### src/fade_pkg.sv
// constants, register map and carrier types for the duty fade engine
package fade_pkg;
	localparam logic [7:0] ADDR_DEVICE_CTRL = 8'h01;
	localparam logic [7:0] ADDR_DUTY_MSB    = 8'h03;
	localparam logic [7:0] ADDR_DUTY_LSB    = 8'h04;
	localparam logic [7:0] ADDR_PERIOD_DIV  = 8'h05;
	localparam logic [7:0] ADDR_RAMP_OPTS   = 8'h09;
	localparam logic [7:0] ADDR_RAMP_TICK   = 8'h0A;

	localparam int         BIT_FAST_PERIOD  = 5;
	localparam int         BIT_FADE_ON      = 7;
	localparam int         BIT_CURVE_LINEAR = 6;
	localparam int         SCALE_MSB        = 2;
	localparam int         TICK_MSB         = 6;
	localparam int         DUTY_MSB_BITS    = 2;

	localparam int         DUTY_W           = 10;
	localparam int         STEP_W           = 16;
	localparam int         PERIOD_W         = 18;
	localparam logic [2:0] SCALE_SAT_CODE   = 3'h4;
	localparam logic [2:0] SCALE_SAT_EXP    = 3'h5;
	localparam int         LOG_SHIFT        = 4;
	localparam int         SHORT_PERIOD     = 512;
	localparam int         LONG_PERIOD      = 1024;

	localparam logic [7:0] REG_RESET        = 8'h00;

	typedef struct packed {
		logic       fade_on;
		logic       curve_linear;
		logic [2:0] increment_scale;
	} fade_cfg_t;

	typedef struct packed {
		logic       wr_en;
		logic [7:0] addr;
		logic [7:0] data;
	} reg_write_t;
endpackage

### src/pwm_period_timer.sv
// pwm output period timer: one-cycle tick at the end of every period
`timescale 1ns/1ns
module pwm_period_timer
	import fade_pkg::*;
(
	input  wire logic       clk,
	input  wire logic       rst_n,
	input  wire logic       fast_period,
	input  wire logic [7:0] period_div,
	output logic            period_tick
);
	logic [PERIOD_W-1:0] cnt_q, cnt_d;
	logic                tick_q, tick_d;
	logic [PERIOD_W-1:0] last_count;

	// settings are read live, so a change lands within the current period
	always_comb begin
		last_count = PERIOD_W'((fast_period ? SHORT_PERIOD : LONG_PERIOD) * (int'(period_div) + 1) - 1);
		tick_d     = 1'b0;
		cnt_d      = cnt_q + 1'b1;
		if (cnt_q >= last_count) begin
			cnt_d  = '0;
			tick_d = 1'b1;
		end
	end

	always_ff @(posedge clk or negedge rst_n) begin
		if (!rst_n) begin
			cnt_q  <= '0;
			tick_q <= 1'b0;
		end else begin
			cnt_q  <= cnt_d;
			tick_q <= tick_d;
		end
	end

	assign period_tick = tick_q;

	// assertion helper: clocks elapsed since the last tick
	logic [PERIOD_W-1:0] gap_q, gap_d;
	always_comb begin
		gap_d = tick_q ? PERIOD_W'(1) : gap_q + 1'b1;
	end

	always_ff @(posedge clk or negedge rst_n) begin
		if (!rst_n) begin
			gap_q <= '0;
		end else begin
			gap_q <= gap_d;
		end
	end
endmodule

### src/pwm_duty_fade_engine.sv
// duty fade engine: register file, period-paced ramp of the applied duty toward its target
`timescale 1ns/1ns
// Operation
// - fade off: new duty applied at once; fade on: duty moves gradually
// - curve bit 0 gives logarithmic ramp, 1 gives linear ramp
// - each step is scaled by two to the N, N saturating at five
// - during a fade, update once every one plus tick-divider pwm periods
// - duty target is ten bits: two high bits, then eight low bits
// - pwm period is 512 or 1024 times divider plus one clocks
module pwm_duty_fade_engine
	import fade_pkg::*;
(
	input  wire logic              ref_clk,
	input  wire logic              rst_b,
	input  wire reg_write_t        reg_wr,
	input  wire logic [7:0]        reg_rd_addr,
	output logic [7:0]             reg_rd_data,
	output logic [DUTY_W-1:0]      duty_applied,
	output logic                   fade_busy
);
	// reset asserts at once but releases two edges late, clear of any clock edge
	logic rst_meta_q, rst_sync_q;
	always_ff @(posedge ref_clk or negedge rst_b) begin
		if (!rst_b) begin
			rst_meta_q <= 1'b0;
			rst_sync_q <= 1'b0;
		end else begin
			rst_meta_q <= 1'b1;
			rst_sync_q <= rst_meta_q;
		end
	end

	function automatic logic [2:0] scale_exp(input logic [2:0] code);
		scale_exp = (code > SCALE_SAT_CODE) ? SCALE_SAT_EXP : code;
	endfunction

	// log curve: step grows with the present duty, so equal steps look equal in brightness
	function automatic logic [STEP_W-1:0] step_size(input logic [DUTY_W-1:0] cur, input fade_cfg_t c);
		logic [STEP_W-1:0] base;
		base = c.curve_linear ? STEP_W'(1) : STEP_W'((cur >> LOG_SHIFT) + 1'b1);
		step_size = base << scale_exp(c.increment_scale);
	endfunction

	// register file
	logic [7:0] ctrl_q, ctrl_d, msb_q, msb_d, lsb_q, lsb_d, div_q, div_d, opts_q, opts_d, tick_q, tick_d;
	logic [7:0] rd_q, rd_d;

	always_comb begin
		ctrl_d = ctrl_q;
		msb_d  = msb_q;
		lsb_d  = lsb_q;
		div_d  = div_q;
		opts_d = opts_q;
		tick_d = tick_q;
		if (reg_wr.wr_en) begin
			case (reg_wr.addr)
				ADDR_DEVICE_CTRL: ctrl_d = reg_wr.data;
				ADDR_DUTY_MSB:    msb_d  = {6'h00, reg_wr.data[DUTY_MSB_BITS-1:0]};
				ADDR_DUTY_LSB:    lsb_d  = reg_wr.data;
				ADDR_PERIOD_DIV:  div_d  = reg_wr.data;
				ADDR_RAMP_OPTS:   opts_d = {reg_wr.data[BIT_FADE_ON:BIT_CURVE_LINEAR], 3'h0, reg_wr.data[SCALE_MSB:0]};
				ADDR_RAMP_TICK:   tick_d = {1'b0, reg_wr.data[TICK_MSB:0]};
				default: ;
			endcase
		end
		case (reg_rd_addr)
			ADDR_DEVICE_CTRL: rd_d = ctrl_q;
			ADDR_DUTY_MSB:    rd_d = msb_q;
			ADDR_DUTY_LSB:    rd_d = lsb_q;
			ADDR_PERIOD_DIV:  rd_d = div_q;
			ADDR_RAMP_OPTS:   rd_d = opts_q;
			ADDR_RAMP_TICK:   rd_d = tick_q;
			default:          rd_d = 8'h00;
		endcase
	end

	always_ff @(posedge ref_clk or negedge rst_sync_q) begin
		if (!rst_sync_q) begin
			ctrl_q <= REG_RESET;
			msb_q  <= REG_RESET;
			lsb_q  <= REG_RESET;
			div_q  <= REG_RESET;
			opts_q <= REG_RESET;
			tick_q <= REG_RESET;
			rd_q   <= REG_RESET;
		end else begin
			ctrl_q <= ctrl_d;
			msb_q  <= msb_d;
			lsb_q  <= lsb_d;
			div_q  <= div_d;
			opts_q <= opts_d;
			tick_q <= tick_d;
			rd_q   <= rd_d;
		end
	end

	fade_cfg_t         cfg;
	logic [DUTY_W-1:0] target;
	assign cfg    = '{fade_on: opts_q[BIT_FADE_ON], curve_linear: opts_q[BIT_CURVE_LINEAR],
	                  increment_scale: opts_q[SCALE_MSB:0]};
	assign target = {msb_q[DUTY_MSB_BITS-1:0], lsb_q};

	logic period_tick;
	pwm_period_timer u_period (
		.clk         (ref_clk),
		.rst_n       (rst_sync_q),
		.fast_period (ctrl_q[BIT_FAST_PERIOD]),
		.period_div  (div_q),
		.period_tick (period_tick)
	);

	// ramp state
	logic [DUTY_W-1:0] duty_q, duty_d;
	logic [6:0]        pcnt_q, pcnt_d;
	logic              busy_q, busy_d;
	logic              fade_step;
	logic [STEP_W-1:0] step, gap;

	always_comb begin
		step      = step_size(duty_q, cfg);
		gap       = (duty_q < target) ? STEP_W'(target - duty_q) : STEP_W'(duty_q - target);
		fade_step = 1'b0;
		pcnt_d    = pcnt_q;
		duty_d    = duty_q;
		// the interval count restarts while fading is off, but the period timer runs on, so the first step can come up to one period early
		if (!cfg.fade_on) begin
			duty_d = target;
			pcnt_d = '0;
		end else if (period_tick) begin
			if (pcnt_q >= tick_q[TICK_MSB:0]) begin
				pcnt_d    = '0;
				fade_step = 1'b1;
			end else begin
				pcnt_d = pcnt_q + 1'b1;
			end
		end
		if (fade_step && duty_q != target) begin
			if (gap <= step)
				duty_d = target;
			else if (duty_q < target)
				duty_d = duty_q + step[DUTY_W-1:0];
			else
				duty_d = duty_q - step[DUTY_W-1:0];
		end
		// busy follows the next duty, so it drops on the same edge that lands the fade
		busy_d = (duty_d != target);
	end

	always_ff @(posedge ref_clk or negedge rst_sync_q) begin
		if (!rst_sync_q) begin
			duty_q <= '0;
			pcnt_q <= '0;
			busy_q <= 1'b0;
		end else begin
			duty_q <= duty_d;
			pcnt_q <= pcnt_d;
			busy_q <= busy_d;
		end
	end

	assign reg_rd_data  = rd_q;
	assign duty_applied = duty_q;
	assign fade_busy    = busy_q;
endmodule

### config.mk
export PLATFORM = sky130hd
export DESIGN_NAME = pwm_duty_fade_engine
export DESIGN_NICKNAME = d
export VERILOG_FILES = /design/src/fade_pkg.sv /design/src/pwm_period_timer.sv /design/src/pwm_duty_fade_engine.sv
export SDC_FILE = /design/constraint.sdc
export NUM_CORES = 1
export LEC_CHECK = 0
export BUFFER_PORTS_ARGS = -buffer_cell sky130_fd_sc_hd__buf_2
export CAP_MARGIN = 30
export CORE_ASPECT_RATIO = 0.7
export CORE_UTILIZATION = 25
export CTS_CLUSTER_DIAMETER = 60
export DETAILED_ROUTE_END_ITERATION = 10
export PLACE_DENSITY = 0.38
export SKIP_LAST_GASP = 1
export SYNTH_ARGS = -nofsm -noshare
export SYNTH_HDL_FRONTEND = slang
export SYNTH_SLANG_ARGS = --single-unit
### constraint.sdc
create_clock -name ref_clk -period 2.4 [get_ports ref_clk]
set_clock_uncertainty 0.1 [all_clocks]
set_input_delay 0 -clock ref_clk [delete_from_list [all_inputs] [get_ports ref_clk]]
set_output_delay 0 -clock ref_clk [all_outputs]
set_load 0.02 [all_outputs]
==> results of run 1 <==
[power groups by stage]
stage	registers (W)	logic (W)	clock network, W
2_1_floorplan	0.00181	0.00327	0
3_3_place_gp	0.00170	0.00599	0
3_5_place_dp	0.00170	0.00592	0
4_1_cts	0.00168	0.00628	0.00158
5_1_grt	0.00170	0.00712	0.00163
6_report	0.00168	0.00650	0.00154
[cells by family after synthesis]
group | count (synthesis)
multiplexers | 58
AO/OA/AOI/OAI | 186
flip-flops | 85
other | 2
buffers and inverters | 89
adder cells (fa/ha/maj) | 84
XOR/XNOR | 74
AND/OR/NAND/NOR | 228
[state kept, by name, summed over array words and instances, names as in the netlist]
signal,cells
ctrl_q,8
div_q,8
duty_applied,10
fade_busy,1
lsb_q,8
msb_q,2
opts_q,5
pcnt_q,7
reg_rd_data,8
rst_meta_q,1
rst_sync_q,1
tick_q,7
u_period.cnt_q,18
u_period.period_tick,1
[layer usage]
metal,vias up,global-route usage [%],routed length (um)
li1,3443,-,-
met1,3298,27.1,14000
met2,126,22.6,9870
met3,19,2.93,932
met4,0,2.87,257
met5,-,0,0
[metrics by stage]
step | utilization [%] | hold WS [ns] | instance area (um2)
floorplan | - | -0.396 | 7760
global placement | 34.2 | -0.312 | 9890
detailed placement | 34.2 | -0.307 | 9890
CTS | 36.6 | 0.0106 | 10600
global route | 37.8 | 0.0315 | 10900
finish | 37.8 | 0.0369 | 10900
[worst max-delay path, stage by stage, from the launching register on]
cell       delay [ns]
dfrtp_2          0.42
buf_12           0.15
ha_2             0.32
nand2b_1         0.07
mux2i_2          0.22
nand2_2          0.16
ha_1             0.31
inv_1            0.05
nor2_1           0.04
a31o_2           0.24
fa_2             0.40
xor2_4           0.18
xnor2_1          0.14
a2111oi_2        0.34
buf_4            0.17
nand4_1          0.12
or3_2            0.47
o41ai_2          0.21
nand2_1          0.08
[layout make-up]
type | count | area, um2 | area share (%)
inverters | 59 | 224 | 2.05
clock buffers | 11 | 233 | 2.13
repair buffers | 288 | 2150 | 19.7
multi-input cells | 637 | 5620 | 51.4
flip-flops and latches | 85 | 2150 | 19.6
clock inverters | 5 | 85.1 | 0.778
well taps | 378 | 473 | 4.33
[cell usage in the layout, fill, tap and decap left out, drive strengths merged, types with 19 or more instances in the layout]
| cell | instances |
|---|---|
| dfrtp | 85 |
| xnor2 | 42 |
| nor2 | 59 |
| nand3 | 21 |
| xor2 | 30 |
| ha | 76 |
| inv | 59 |
| mux2i | 19 |
| a21oi | 51 |
| o21ai | 37 |
| mux2 | 39 |
| nand2 | 47 |
| buf | 278 |
[worst max path at each step]
| stage | to | slack (ns) | from |
|---|---|---|---|
| 2_1_floorplan | u_period.cnt_q[10]$_DFF_PN0_ | -1.81 | div_q[0]$_DFFE_PN0P_ |
| 3_3_place_gp | fade_busy$_DFF_PN0_ | -2.06 | duty_applied[4]$_DFF_PN0_ |
| 3_5_place_dp | fade_busy$_DFF_PN0_ | -2.06 | duty_applied[4]$_DFF_PN0_ |
| 4_1_cts | u_period.cnt_q[15]$_DFF_PN0_ | -1.89 | div_q[0]$_DFFE_PN0P_ |
| 5_1_grt | fade_busy$_DFF_PN0_ | -2.13 | duty_applied[4]$_DFF_PN0_ |
| 6_report | fade_busy$_DFF_PN0_ | -1.93 | duty_applied[4]$_DFF_PN0_ |
[timing repair]
| action | in CTS | in global routing |
|---|---|---|
| gates resized for setup | 53 | 77 |
| setup buffers | 7 | 6 |
| setup endpoints to repair | 36 | 36 |
| endpoints found under the hold margin | 39 | 0 |
| hold buffers | 10 | 0 |
| cloned | 1 | 3 |
| pin swaps | 29 | 30 |
==> impl_metrics.json, run 1 <==
{
  "status": "finished, violations left",
  "violations": "negative setup slack",
  "synth.area.mux_share_pct": 8.51,
  "synth_area_um2": 7390,
  "synth_commonest_cells": "dfrtp_1, ha_1, inv_1, nor2_1, a21oi_1",
  "cp-start-kind": "register",
  "pre_cts_slack_ns": -2.06,
  "hpwl_um": 20000,
  "yosysMostFrequentCell": "dfrtp_1",
  "avgViaCountPerCell": 4.71,
  "yosys_warnings": 0,
  "clock-sinks": 85,
  "rsz0062_at_grt": "yes",
  "drt_pre_antenna_iters": 4,
  "synth_top_area_share_pct": 28.8,
  "cp_max_fo": 6,
  "grt_pass1_vias": 6656,
  "synth_edf_count": 0,
  "die_h_um": 146,
  "place.gp.congestion": 0.858,
  "drtAntennaViolNets": 0,
  "synth_compound_area_share_pct": 17.6,
  "slew_violations": 0,
  "ys_seq_area_share_pct": 28.8,
  "path_class": "reg2reg",
  "post-route-period-util_pct": 180,
  "initial_utilization_pct": 25.5,
  "avgSynthCellArea_um2": 9.17,
  "holdPathEnd": "opts_q[0]$_DFFE_PN0P_",
  "nets": 1191,
  "synth-seq-cells": 85,
  "whs_path_depth": 3,
  "synthXorXnorAreaFrac_pct": 9.16,
  "postSynthCellCount": 806,
  "dieArea_um2": 30300,
  "min_period_ns": 4.33,
  "maxSlewHeadroom_pct": 56.1,
  "cts_root_buffer": "clkbuf_16",
  "hp-class": "in2reg",
  "first_iter_violations": 303,
  "cts_buffer_depth": 2,
  "fill_cells": 2983,
  "comb_power_share_pct": 66.9,
  "syn_to_final_growth_pct": 47.9,
  "p_int_w": 0.00577,
  "cts_buffers": 9,
  "core.rowCount": 52,
  "power_switching_w": 0.00394,
  "switching_share_pct": 40.6,
  "p_clk_share_pct": 15.8,
  "worstReg2RegEnd": "fade_busy$_DFF_PN0_",
  "ys.flop_type": "dfrtp_1",
  "fin_cells": 1463,
  "finalSetupViolCount": 33,
  "yosys.area.top_type": "dfrtp_1",
  "vias": 6886,
  "seqPwrFrac_pct": 17.3,
  "vdd.ir_drop.worst_uv": 376,
  "yosys-top-cells-area": "dfrtp_1, ha_1, mux2_2",
  "powerDensity_nw_per_um2": 888,
  "worstHoldStart": "reg_wr[9]",
  "synthDistinctLibCells": 83,
  "grt_max_degree": 39,
  "worstSetupEndpointType": "register",
  "setup_ws_ns": -1.93,
  "yosys.area_share.adder_pct": 15.0,
  "clkTransAtPathRegs_ns": 0.07,
  "p_leak_nw": 4.92,
  "synthSimpleGateAreaFrac_pct": 15.6,
  "h-tree-depth": 3,
  "synth_top_family_by_area": "compound AO/OA/AOI/OAI gates",
  "clk_latency_ns": 0.36,
  "reg2reg_setup_slack_ns": -1.93,
  "routedWlPerCell_um": 17.1,
  "hold_viol": 0,
  "tns_ns": -54.61,
  "drc": 0,
  "cp.arrival_ns": 4.45,
  "finalPower_w": 0.00971,
  "drive_gt1_share_pct": 44.1,
  "grt_pass1_wl_um": 39000,
  "synthArstFlopShare_pct": 100,
  "port_buffers": 45,
  "ff2ff_path_depth": 18,
  "n_antenna_cell": 0,
  "maxCapViolCount": 0,
  "wirelength_um": 25000,
  "required_ns": 2.52,
  "antenna_found_initial": 1,
  "ios": 46,
  "overflow": 0,
  "cts_tree": "built",
  "fmax_ghz": 0.231,
  "worst_pin_slew_ns": 0.649,
  "die_w_um": 208,
  "placed_cells": 1420,
  "core-area_um2": 29000,
  "grt_use_total_pct": 16.8,
  "r2r-start": "duty_applied[4]$_DFF_PN0_"
}
Note: power is estimated with default switching activity, not from simulation.
==> run 2: changes to the inputs <==
REMOVE_ABC_BUFFERS = 1   (was not set)
==> run 2 against run 1 <==
- the run still ends with negative setup slack left
- clock-buffer cell count unchanged
- die area unchanged
- utilization up 2.0 points
- global-route usage up 0.45 points
- non-clock buffer count up 27
- cell count up 1.8%
- highest routed layer unchanged
- worst hold slack worse by 0.021 ns
- critical path type unchanged
- wire length up 3.6%
- combinational power up 9.2%
- power up 5.7%
- flip-flop and latch count unchanged
==> impl_metrics.json, run 2 (synthesized netlist as in run 1, its figures left out) <==
{
  "antenna_found_initial": 0,
  "post-route-period-util_pct": 187,
  "dieArea_um2": 30300,
  "initial_utilization_pct": 25.5,
  "ff2ff_path_depth": 22,
  "vdd.ir_drop.worst_uv": 362,
  "ios": 46,
  "path_class": "reg2reg",
  "cts_tree": "built",
  "overflow": 0,
  "grt_pass1_vias": 6760,
  "clk_latency_ns": 0.36,
  "slowest_stage": "fa_1",
  "hpwl_um": 20100,
  "holdPathEnd": "opts_q[0]$_DFFE_PN0P_",
  "grt_use_total_pct": 17.2,
  "min_period_ns": 4.48,
  "violations": "negative setup slack",
  "slew_violations": 0,
  "placed_cells": 1425,
  "worstReg2RegEnd": "u_period.cnt_q[5]$_DFF_PN0_",
  "p_leak_nw": 5.19,
  "die_w_um": 208,
  "port_buffers": 45,
  "cts_root_buffer": "clkbuf_16",
  "drt_pre_antenna_iters": 4,
  "maxCapViolCount": 0,
  "grt_most_used_layer": "met1",
  "cp_max_fo": 5,
  "worstHoldStart": "reg_wr[11]",
  "rsz0062_at_grt": "yes",
  "worst_pin_slew_ns": 0.594,
  "syn_to_final_growth_pct": 55.7,
  "required_ns": 2.59,
  "drive_gt1_share_pct": 47.7,
  "h-tree-depth": 3,
  "slowest_delay_ns": 0.59,
  "status": "finished, violations left",
  "die_h_um": 146,
  "layout_common_cells": "buf_4, dfrtp_1, inv_1, ha_1, buf_2",
  "setup_ws_ns": -2.08,
  "core-area_um2": 29000,
  "hp-class": "in2reg",
  "crit_chain": "buf_6 > and2_1 > buf_6 > nand2_4 > o21ai_1 > o21ai_2 > ha_4 > fa_1 > ha_4 > ha_4 > inv_2 > o21bai_1 > a21oi_2 > xnor2_1 > xnor2_1 > ha_1 > nand2_1 > a21oi_2 > a221o_2 > buf_6 > buf_12 > nor2_2",
  "drtAntennaViolNets": 0,
  "cts_buffers": 9,
  "hold_viol": 0,
  "first_iter_violations": 385,
  "fin_cells": 1489,
  "n_antenna_cell": 0,
  "tns_ns": -58.05,
  "layout_commonest_cell": "buf_4",
  "drc": 0,
  "cp.arrival_ns": 4.67,
  "nets": 1217,
  "grt_use_met2_pct": 22.8,
  "wirelength_um": 25900,
  "r2r-start": "div_q[0]$_DFFE_PN0P_",
  "fmax_ghz": 0.223,
  "clkTransAtPathRegs_ns": 0.06,
  "grt_pass1_wl_um": 40100,
  "routedWlPerCell_um": 17.4,
  "maxSlewHeadroom_pct": 60.3,
  "grt_use_met3_pct": 3.28,
  "core.rowCount": 52,
  "cp-start-kind": "register",
  "largest_register_ffs": 18,
  "finalSetupViolCount": 32,
  "clock-sinks": 85,
  "vias": 7010,
  "worstSetupEndpointType": "register",
  "gr-usage-met1_pct": 28.3,
  "grt_max_degree": 35,
  "pre_cts_slack_ns": -2.25,
  "reg2reg_setup_slack_ns": -2.08,
  "avgViaCountPerCell": 4.71,
  "cts_buffer_depth": 2,
  "powerDensity_nw_per_um2": 892,
  "place.gp.congestion": 0.816,
  "whs_path_depth": 4,
  "fill_cells": 2907,
  "top_register": "u_period.cnt_q"
}
run 2: timing repair:
action / 4_1_cts / 5_1_grt
endpoints found under the setup margin: 37 / 36
hold buffers: 11 / 0
pin swaps: 69 / 81
setup buffers: 16 / 20
hold endpoints to repair: 40 / 0
resized for setup: 114 / 137
gates cloned: 5 / 0
run 2: cell type report:
cell class / count / area (um2) / share of cell area (%)
Clock buffer: 11 / 233 / 2.02
Clock inverter: 5 / 82.6 / 0.717
Inverter: 59 / 221 / 1.92
Multi-Input combinational cell: 636 / 5900 / 51.3
Sequential cell: 85 / 2130 / 18.5
Tap cell: 378 / 473 / 4.11
Timing Repair Buffer: 315 / 2460 / 21.4
run 2: where the power goes:
group	leakage, nW	switching, W	total, W	internal (W)
clock network	0.154	0.000612	0.00153	0.000916
registers	1.12	0.000106	0.00164	0.00154
logic	3.92	0.00343	0.00710	0.00366
run 2: stage by stage:
step / hold slack, ns / total power, W / instance area (um2) / utilization (%)
after detailed placement: -0.313 / 0.00716 / 9640 / 33.3
after global routing: 0.0195 / 0.0110 / 11500 / 39.8
after global placement: -0.314 / 0.00722 / 9640 / 33.3
after floorplan: -0.396 / 0.00471 / 7240 / -
final: 0.0155 / 0.0103 / 11500 / 39.8
after CTS: 0.0135 / 0.00926 / 10700 / 37.0
run 2: routing by layer:
metal / part of all wire [%] / vias to the layer above
met2: 39 / 129
met3: 4.1 / 21
met5: 0 / -
met1: 56 / 3372
met4: 0.77 / 0
li1: - / 3488
run 2: worst max-delay path, delay by kind of cell, from the launching register on:
family / cells / cell delay [ns]
compound gates: 6 / 0.98
xor+xnor: 2 / 0.33
fa+ha+maj: 5 / 1.57
buf+inv: 5 / 0.60
flops: 1 / 0.42
simple gates: 4 / 0.40
run 2: worst max-delay path by stage:
stage          cells past startpoint                          end                 startpoint
3_3_place_gp                      20          fade_busy$_DFF_PN0_       lsb_q[1]$_DFFE_PN0P_
6_report                          22  u_period.cnt_q[5]$_DFF_PN0_       div_q[0]$_DFFE_PN0P_
3_5_place_dp                      20          fade_busy$_DFF_PN0_       lsb_q[1]$_DFFE_PN0P_
2_1_floorplan                     19    duty_applied[9]$_DFF_PN0_  duty_applied[1]$_DFF_PN0_
5_1_grt                           22  u_period.cnt_q[2]$_DFF_PN0_       div_q[0]$_DFFE_PN0P_
4_1_cts                           22  u_period.cnt_q[2]$_DFF_PN0_       div_q[1]$_DFFE_PN0P_
